--- config.mk ---
export PLATFORM = sky130hd
export DESIGN_NAME = cycle_counter_and_fault_va
export DESIGN_NICKNAME = d
export VERILOG_FILES = /design/src/cyc_pkg.sv /design/src/low_counter.sv /design/src/cycle_counter_and_fault_va.sv
export SDC_FILE = /design/constraint.sdc
export NUM_CORES = 1
export LEC_CHECK = 0
export ABC_AREA = 1
export BUFFER_PORTS_ARGS = -buffer_cell sky130_fd_sc_hd__buf_4
export CORE_MARGIN = 5
export CORE_UTILIZATION = 40
export CTS_BUF_LIST = sky130_fd_sc_hd__clkbuf_16
export DETAILED_ROUTE_END_ITERATION = 16
export PLACE_DENSITY = 0.67
export SLEW_MARGIN = 10
export SYNTH_ARGS = -nofsm -noshare
export SYNTH_HDL_FRONTEND = slang
export SYNTH_SLANG_ARGS = --single-unit
--- constraint.sdc ---
create_clock -name core_clk -period 1.3 [get_ports core_clk]
set_input_delay 0.065 -clock core_clk [delete_from_list [all_inputs] [get_ports core_clk]]
set_output_delay 0.065 -clock core_clk [all_outputs]
set_load 0.01 [all_outputs]
--- src/cyc_pkg.sv ---
// Constants for the cycle counter and fault address block
package cyc_pkg;
  localparam int unsigned enable_bit = 32;
  localparam int unsigned load_hi = 31;
  localparam int unsigned load_lo = 4;
  localparam logic [31:0] low_reset = 32'h0000_0000;
  localparam logic [31:0] high_reset = 32'h0000_0000;
  localparam logic [63:0] addr_reset = 64'h0000_0000_0000_0000;
  localparam logic [31:0] load_mask = 32'hFFFF_FFF0;
  // Register select codes on the privileged move port
  typedef enum logic [1:0] {
    sel_none,
    sel_cycle_count,
    sel_count_control,
    sel_fault_addr
  } reg_sel_t;
endpackage

--- src/low_counter.sv ---
// Lower half of the cycle count: enable, load and wrap
`timescale 1ns/10ps
module low_counter #(
  parameter int WIDTH = 32
) (
  // Clock and reset
  input wire logic core_clk,
  input wire logic arst_n,
  // Control write
  input wire logic ctl_wr,
  input wire logic [63:0] ctl_data,
  // State
  output logic [WIDTH-1:0] count_q,
  output logic enable_q
);
  logic [WIDTH-1:0] count_d;

  always_comb begin
    if (ctl_wr) begin
      // Low nibble cleared, reserved bits masked off
      count_d = ctl_data[WIDTH-1:0] & cyc_pkg::load_mask;
    end else if (enable_q) begin
      // Plain modulo add, no carry out to the upper half
      count_d = count_q + WIDTH'(1);
    end else begin
      count_d = count_q;
    end
  end

  always_ff @(posedge core_clk or negedge arst_n) begin
    if (!arst_n) begin
      count_q <= cyc_pkg::low_reset;
    end else begin
      count_q <= count_d;
    end
  end

  always_ff @(posedge core_clk or negedge arst_n) begin
    if (!arst_n) begin
      enable_q <= 1'b0;
    end else if (ctl_wr) begin
      enable_q <= ctl_data[cyc_pkg::enable_bit];
    end
  end

  chk_wrap_zero: assert property (@(posedge core_clk)
    disable iff (!arst_n)
    (enable_q && !ctl_wr && count_q == '1) |=> count_q == '0)
    else $error("lower count did not wrap");
  chk_nibble_clear: assert property (@(posedge core_clk)
    disable iff (!arst_n)
    ctl_wr |=> count_q[3:0] == 4'h0)
    else $error("low nibble not cleared on control write");
endmodule

--- src/cycle_counter_and_fault_va.sv ---
// Cycle counter and fault virtual address processor registers
`timescale 1ns/10ps
module cycle_counter_and_fault_va (
  // Clock and reset
  input wire logic core_clk,
  input wire logic arst_n,
  // Privileged register move port
  input wire logic mtpr_valid,
  input wire logic [1:0] mtpr_sel,
  input wire logic [63:0] mtpr_data,
  // Privileged read port
  input wire logic mfpr_valid,
  input wire logic [1:0] mfpr_sel,
  // Read-cycle-count instruction
  input wire logic rdcyc_valid,
  // Data translation fault report
  input wire logic dfault_valid,
  input wire logic dfault_pte_load,
  input wire logic [63:0] dfault_addr,
  // Results
  output logic rdata_valid_q,
  output logic [63:0] rdata_q,
  output logic [63:0] fault_addr_q,
  output logic count_enable_q
);
  ////////////////////////////////////////////////////////////////////////
  // Select decode, shared by the write and read paths
  function automatic logic sel_hit(
    input logic strobe,
    input logic [1:0] sel,
    input cyc_pkg::reg_sel_t target
  );
    return strobe && (sel == 2'(target));
  endfunction

  // Full view of the cycle count as software reads it
  function automatic logic [63:0] full_count(
    input logic [31:0] upper,
    input logic [31:0] lower
  );
    return {upper, lower};
  endfunction

  ////////////////////////////////////////////////////////////////////////
  logic [31:0] high_q;
  logic [31:0] low_count;
  logic low_enable;
  logic ctl_wr;
  logic upper_wr;
  logic any_rd;
  logic rd_count;
  logic rd_addr;

  assign ctl_wr = sel_hit(mtpr_valid, mtpr_sel,
    cyc_pkg::sel_count_control);
  assign upper_wr = sel_hit(mtpr_valid, mtpr_sel,
    cyc_pkg::sel_cycle_count);
  assign any_rd = rdcyc_valid || mfpr_valid;
  // Read-cycle-count wins over a privileged read in the same cycle
  assign rd_count = rdcyc_valid ||
    sel_hit(mfpr_valid, mfpr_sel, cyc_pkg::sel_cycle_count);
  assign rd_addr = !rdcyc_valid &&
    sel_hit(mfpr_valid, mfpr_sel, cyc_pkg::sel_fault_addr);

  low_counter #(.WIDTH(32)) u_low (
    .core_clk(core_clk),
    .arst_n(arst_n),
    .ctl_wr(ctl_wr),
    .ctl_data(mtpr_data),
    .count_q(low_count),
    .enable_q(low_enable)
  );

  ////////////////////////////////////////////////////////////////////////
  // Upper half is storage only; the lower half never carries into it
  always_ff @(posedge core_clk or negedge arst_n) begin
    if (!arst_n) begin
      high_q <= cyc_pkg::high_reset;
    end else if (upper_wr) begin
      high_q <= mtpr_data[63:32];
    end
  end

  always_ff @(posedge core_clk or negedge arst_n) begin
    if (!arst_n) begin
      count_enable_q <= 1'b0;
    end else if (ctl_wr) begin
      count_enable_q <= mtpr_data[cyc_pkg::enable_bit];
    end
  end

  ////////////////////////////////////////////////////////////////////////
  // Fault address capture; page table entry loads leave it alone
  always_ff @(posedge core_clk or negedge arst_n) begin
    if (!arst_n) begin
      fault_addr_q <= cyc_pkg::addr_reset;
    end else if (dfault_valid && !dfault_pte_load) begin
      fault_addr_q <= dfault_addr;
    end
  end

  ////////////////////////////////////////////////////////////////////////
  // Read answer strobe: one cycle after any read request
  always_ff @(posedge core_clk or negedge arst_n) begin
    if (!arst_n) begin
      rdata_valid_q <= 1'b0;
    end else begin
      rdata_valid_q <= any_rd;
    end
  end

  // Read data holds between reads so a slow consumer still sees it;
  // the write-only control register and the unused code read as zero
  always_ff @(posedge core_clk or negedge arst_n) begin
    if (!arst_n) begin
      rdata_q <= 64'h0000_0000_0000_0000;
    end else if (rd_count) begin
      rdata_q <= full_count(high_q, low_count);
    end else if (rd_addr) begin
      rdata_q <= fault_addr_q;
    end else if (any_rd) begin
      rdata_q <= 64'h0000_0000_0000_0000;
    end
  end

  ////////////////////////////////////////////////////////////////////////
  // Counter behaviour
  chk_count_advance: assert property (@(posedge core_clk)
    disable iff (!arst_n)
    (low_enable && !ctl_wr) |=>
      low_count == $past(low_count) + 32'h0000_0001)
    else $error("count did not advance");

  chk_count_hold: assert property (@(posedge core_clk)
    disable iff (!arst_n)
    (!low_enable && !ctl_wr) |=> $stable(low_count))
    else $error("count moved while disabled");

  chk_ena_mirror: assert property (@(posedge core_clk)
    disable iff (!arst_n)
    count_enable_q == low_enable)
    else $error("enable copies disagree");

  chk_ctl_load: assert property (@(posedge core_clk)
    disable iff (!arst_n)
    ctl_wr |=>
      low_count == ($past(mtpr_data[31:0]) & cyc_pkg::load_mask)
      && count_enable_q == $past(mtpr_data[cyc_pkg::enable_bit]))
    else $error("control write load wrong");

  ////////////////////////////////////////////////////////////////////////
  // Upper half storage
  chk_high_only: assert property (@(posedge core_clk)
    disable iff (!arst_n)
    (upper_wr && !low_enable && !ctl_wr) |=>
      high_q == $past(mtpr_data[63:32]) && $stable(low_count))
    else $error("cycle count write disturbed lower half");

  chk_high_hold: assert property (@(posedge core_clk)
    disable iff (!arst_n)
    !upper_wr |=> $stable(high_q))
    else $error("upper half changed without write");

  chk_wrap_upper: assert property (@(posedge core_clk)
    disable iff (!arst_n)
    (low_enable && low_count == 32'hFFFF_FFFF && !upper_wr) |=>
      $stable(high_q))
    else $error("lower wrap carried into upper half");

  ////////////////////////////////////////////////////////////////////////
  // Read path
  chk_rdcyc_value: assert property (@(posedge core_clk)
    disable iff (!arst_n)
    rdcyc_valid |=> rdata_valid_q
      && rdata_q == full_count($past(high_q), $past(low_count)))
    else $error("read cycle count value wrong");

  chk_mfpr_count: assert property (@(posedge core_clk)
    disable iff (!arst_n)
    (mfpr_valid && rd_count) |=>
      rdata_q == full_count($past(high_q), $past(low_count)))
    else $error("privileged count read value wrong");

  chk_rdata_pulse: assert property (@(posedge core_clk)
    disable iff (!arst_n)
    !any_rd |=> !rdata_valid_q)
    else $error("read answer stood too long");

  chk_rdata_hold: assert property (@(posedge core_clk)
    disable iff (!arst_n)
    !any_rd |=> $stable(rdata_q))
    else $error("read data changed without a read");

  chk_ctl_zero_read: assert property (@(posedge core_clk)
    disable iff (!arst_n)
    (any_rd && !rd_count && !rd_addr) |=> rdata_q == '0)
    else $error("write-only register read not zero");

  ////////////////////////////////////////////////////////////////////////
  // Fault address capture
  chk_addr_capture: assert property (@(posedge core_clk)
    disable iff (!arst_n)
    (dfault_valid && !dfault_pte_load) |=>
      fault_addr_q == $past(dfault_addr))
    else $error("fault address not captured");

  chk_addr_pte_skip: assert property (@(posedge core_clk)
    disable iff (!arst_n)
    (dfault_valid && dfault_pte_load) |=> $stable(fault_addr_q))
    else $error("fault address written by pte load");

  ////////////////////////////////////////////////////////////////////////
  // Main scenarios
  cov_wrap: cover property (@(posedge core_clk) disable iff (!arst_n)
    low_enable && low_count == 32'hFFFF_FFFF ##1 low_count == '0);

  cov_ctl_write: cover property (@(posedge core_clk) disable iff (!arst_n)
    ctl_wr ##1 low_enable ##3 rdcyc_valid);

  cov_pte_fault: cover property (@(posedge core_clk) disable iff (!arst_n)
    dfault_valid && dfault_pte_load);

  cov_upper_write: cover property (@(posedge core_clk)
    disable iff (!arst_n)
    upper_wr ##[1:8] rdcyc_valid);

  cov_addr_read: cover property (@(posedge core_clk)
    disable iff (!arst_n)
    (dfault_valid && !dfault_pte_load) ##[1:8] rd_addr);
endmodule

; ---- Word-level counts from Yosys, hierarchy flattened
; Cells that the tools add are included.
[op_classes]
n_addsub = 1
n_eq_ne = 4
mux = 5
n_reduce_logical = 12
[op_table]
columns = op, n
row1 = 64-bit 2-to-1 mux, 3
row2 = 32-bit 2-to-1 mux, 2
row3 = 32-bit by 1-bit adder with 32-bit output (second input constant), 1
row4 = 1-bit logical AND, 6
row5 = 2-bit by 1-bit == test with 1-bit output (second input constant), 2
row6 = 2-bit == test (second input constant), 2
row7 = 3-bit nonzero test, 1
row8 = 1-bit zero test, 2
row9 = 1-bit logical OR, 2
row10 = 2-bit nonzero test, 1
[word_totals]
ff_bits = 194
output_inout_bits = 130

; ---- Depth between registers and ports, before layout
[depth]
ltp_word = 5
ltp_mapped = 10

; ---- Cells and area by module
; From an unflattened synthesis, not the netlist that was laid out.
[unflattened]
hier_cells = 1099
area_unflattened_um2 = 9022.4
[modules_own_cells]
columns = module, n_inst, cells_per_inst, area_per_inst_um2
row1 = cycle_counter_and_fault_va, 1, 776, 6744.0
row2 = low_counter, 1, 323, 2278.4

; ---- Worst setup path before layout
; OpenSTA, ideal clock, no wires.
[synth_timing]
path_kind = flip-flop to flip-flop
startpoint = reg u_low.count_q[1]
endpoint = reg u_low.count_q[30]
setup_time_ps = 117
arrival_ps = 1223
t_required_ps = 1183
setup_slack_ps = -40
stages_incl_launch_ff = 11
n_path_buf = 0
synth_period_minus_slack_ps = 1340
path_cell_list = dfrtp_1 ha_1 inv_1 nor2_4 nand2_2 nor2_4 nand2_1 nand2_1 nand2_1 nand2_1 nand2_1
[synth_via]
elab_chain_cells = 3
[synth_lines]
columns = element, line
row1 = start: declaration, low_counter.sv:13  ; output logic [WIDTH-1:0] count_q,
row2 = start signal: assignment, low_counter.sv:32  ; count_q <= cyc_pkg::low_reset;
row3 = start signal: assignment, low_counter.sv:34  ; count_q <= count_d;
row4 = 32-bit by 1-bit adder with 32-bit output, low_counter.sv:24  ; count_d = count_q + WIDTH'(1);
row5 = 32-bit 2-to-1 mux, low_counter.sv:22  ; end else if (enable_q) begin
row6 = 32-bit 2-to-1 mux, low_counter.sv:19  ; if (ctl_wr) begin
; Every way passes these cells. The select of a mux whose other input is x is not followed.
; A chain may end at the register's enable or synchronous reset.

; ---- Worst setup path after layout
[layout_timing]
startpoint = reg u_low.count_q[1]
endpoint = reg u_low.count_q[25]
; Same word-level chain as after synthesis.

==> summary.txt <==
STA
  • Final Cycle Share: 1.09
  • Unrepaired setup endpoints after global routing: true
  • Clk_skew: just under 0.01 ns
  • Setup TNS: -1.04 ns
  • Clock period minus final worst setup slack: 1.41 ns
  • Worst slew pin tran: 0.369 ns
  • Count of final setup violators: 21
  • Slew Limit Fails: 0
  • Worst slew margin: 0.754
  • Worst Setup Slack, final: -0.113 ns
  • Final hold vios: 0
  • Fmax: 708 MHz

Finish
  • Final nets: 1601
  • Fin cells: roughly 1.8k
  • Most common cell after layout, fill and taps aside: buf_4
  • # diodes: 0
  • Area grow syn2layout: 54.6%
  • Fraction of layout cells with a size suffix above 1: 0.289
  • Most frequent cells in the layout: buf_4 (313), nand2_1 (215), dfrtp_1 (193)

Die
  • Io pins: 269
  • Core footprint: 21700 µm²
  • Die W: approximately 160 µm
  • Starting Density: 0.403
  • Row count: 54
  • Die Span Y: 158 µm
  • Die area: 24900 µm²

Run status
  • Outcome: finished with violations
  • Violated checks: setup timing

Clocking
  • Max H-tree Level: 4
  • Clock tree from TritonCTS: built
  • Worst-path clk slew: about 0.080 ns
  • Num CTS Buffers: 17
  • Clock Latency Late Sink: 0.44 ns
  • Clock Sinks: 194
  • CTS root buf: clkbuf_16
  • Clock Tree Buf Depth: 2

Synth
  • Cell variety after synth: 26
  • Synth Instances: 1034
  • Syn_nets: ~1.2k
  • YS warnings: 0
  • Cell area after synthesis: 8750 µm²
  • #FFs+latches synth: 194
  • Sequential-to-total area share from yosys stat: 0.555
  • Avg Cell Area, Syn: around 8.5 µm²

Power and ir drop
  • Net Sw Frac: 0.337
  • Switch Pwr: 6380 µW
  • Peak supply drop: 0.944 mV
  • Pwr dens: 1400 nW/µm²
  • Logic pwr share: 0.296
  • Clk pwr share: 0.278
  • Pleak: 0.00673 µW
  • Internal Power: approximately 13000 µW
  • Seq pwr share: 0.426

Critical path
  • Data required time at the worst endpoint: approximately 1.6 ns
  • Slowest-stage cell, CP: dfrtp_1
  • Slowest stage delay, CP: 0.40 ns
  • Crit path cell chain: buf_6, nand2_4, nor2_4, nand2_4, nor2_4, nand2_1, nand2_1, nand2_1, nand2_1, nand2_1
  • Cell family with the largest share of critical-path delay: simple AND/OR/NAND/NOR gates
  • Crit start category: register
  • Crit-path max FO: 5
  • Cell mode on critical path: nand2_1
  • Arr. time, crit path: 1.74 ns
  • Critical R2R Launch: u_low.count_q[1]$_DFFE_PN0P_
  • Setup crit end kind: register
  • CP Class: reg -> reg
  • Critical path origin: u_low.count_q[1]$_DFFE_PN0P_
  • Worst path bufs/invs: 1

Detailed routing
  • Wirelength, routed: 28600 µm
  • Routed len/inst: 16.3 µm
  • DRC violations left: 0
  • Post-route ant nets: 0
  • DRT Pass-1 Iters: 5
  • Initial DRC count: between 400 and 500
  • Via count: about 8.6k
  • Vias per cell: slightly below 5

Placed design
  • HPWL Detailed: 19800 µm
  • DP Worst Slack: -0.105 ns
  • Placed cells: 1583
  • Port Buf Inserts: approximately 260
  • Routability cong.: 0.916

Worst hold path
  • Worst hold path type: in -> reg
  • Hold_sp: dfault_pte_load

Global routing
  • Global-route wire length before repair: 45300 µm
  • Largest net degree at the start of global routing: 66
  • Vias in the first global route: 8818
  • Gr usage total: 0.228
  • Global route overflow: 0
  • Antenna violations before repair: 0

Flow run
  • Max-cap viol count: 0
## metal layers
layer  vias up  global-route usage  routed length (µm)
li1       4156                   -                   -
met4         0              0.0672                 593
met5         -                   0                   0
met2       307               0.388               14100
met3        38              0.0634                2310
met1      4118               0.285               11600
## synth_stat cells, drive strengths merged
cell type | number | area share
and2 | 1 | 0.00072
ha | 1 | 0.0014
a21oi | 102 | 0.059
dfrtp | 194 | 0.55
xor2 | 7 | 0.0070
nand2 | 240 | 0.11
buf | 26 | 0.015
o21bai | 3 | 0.0026
o211ai | 5 | 0.0043
o21ai | 28 | 0.016
inv | 166 | 0.071
o221ai | 64 | 0.064
clkbuf | 20 | 0.0086
nor2 | 150 | 0.073
nor3 | 4 | 0.0023
nand3 | 23 | 0.014
## state kept, by name, summed over array words and instances, names as in the netlist
| name | flops |
|---|---|
| rdata_valid_q | 1 |
| u_low.count_q | 32 |
| high_q | 32 |
| fault_addr_q | 64 |
| rdata_q | 64 |
| count_enable_q | 1 |
## logic make-up (layout without fill, tap and decap cells)
kind of cell | count (synthesis) | after routing | share of synthesized area
flip-flops | 194 | 194 | 0.555
XOR/XNOR | 7 | 7 | 0.00701
AO/OA/AOI/OAI | 202 | 202 | 0.146
adder cells (fa/ha/maj) | 1 | 1 | 0.00143
buffers and inverters | 212 | 652 | 0.0944
AND/OR/NAND/NOR | 418 | 418 | 0.197
## final timing paths
kind,to,slack (ns),depth (start not counted)
setup / recovery,u_low.count_q[25]$_DFFE_PN0P_,-0.11,10
hold / removal,fault_addr_q[43]$_DFFE_PN0P_,0.03,4
setup reg to reg,u_low.count_q[25]$_DFFE_PN0P_,-0.11,10
hold reg to reg,rdata_q[37]$_DFFE_PN0P_,0.50,2
max in group asynchronous,high_q[9]$_DFFE_PN0P_,0.60,3
min in group asynchronous,fault_addr_q[7]$_DFFE_PN0P_,0.12,2
## per-stage QoR
step	area, µm²	util	hold slack, ns	total power, µW
2_1_floorplan	8750	-	-0.231	10300
6_report	13500	0.624	0.0265	18900
4_1_cts	13400	0.616	0.00474	18800
5_1_grt	13500	0.624	0.0335	20000
3_5_place_dp	11500	0.529	0.0219	13100
3_3_place_gp	11500	0.529	0.0249	13000
## layout make-up
| class | instances | area [µm²] |
|---|---|---|
| sequential | 194 | 4860 |
| inverter | 166 | 628 |
| multi-input combinational | 628 | 3210 |
| clock inverter | 15 | 159 |
| tap | 280 | 350 |
| clock buffer | 17 | 425 |
| fill | 1810 | 8160 |
| timing repair buffer | 454 | 3900 |
## what timing repair did
action,in CTS,in global routing
setup endpoints to repair,26,28
endpoints found under the hold margin,318,0
gates cloned,0,0
setup buffers,4,9
pin swaps,12,12
gates resized for setup,13,30
hold buffers,126,0
## worst min-delay path: stages
cell and delay, ns:
buf_4 0.08, inv_1 0.05, nand2_4 0.14, a21oi_1 0.09
## power by group through the flow
| stage | Combinational [µW] | Clock [µW] | Sequential (µW) |
|---|---|---|---|
| 2_1_floorplan | 1940 | 0 | 8320 |
| 3_3_place_gp | 4960 | 0 | 8090 |
| 3_5_place_dp | 5040 | 0 | 8100 |
| 4_1_cts | 5430 | 5360 | 8010 |
| 5_1_grt | 6170 | 5610 | 8210 |
| 6_report | 5600 | 5250 | 8070 |
Power figures use the tool's default switching activity.
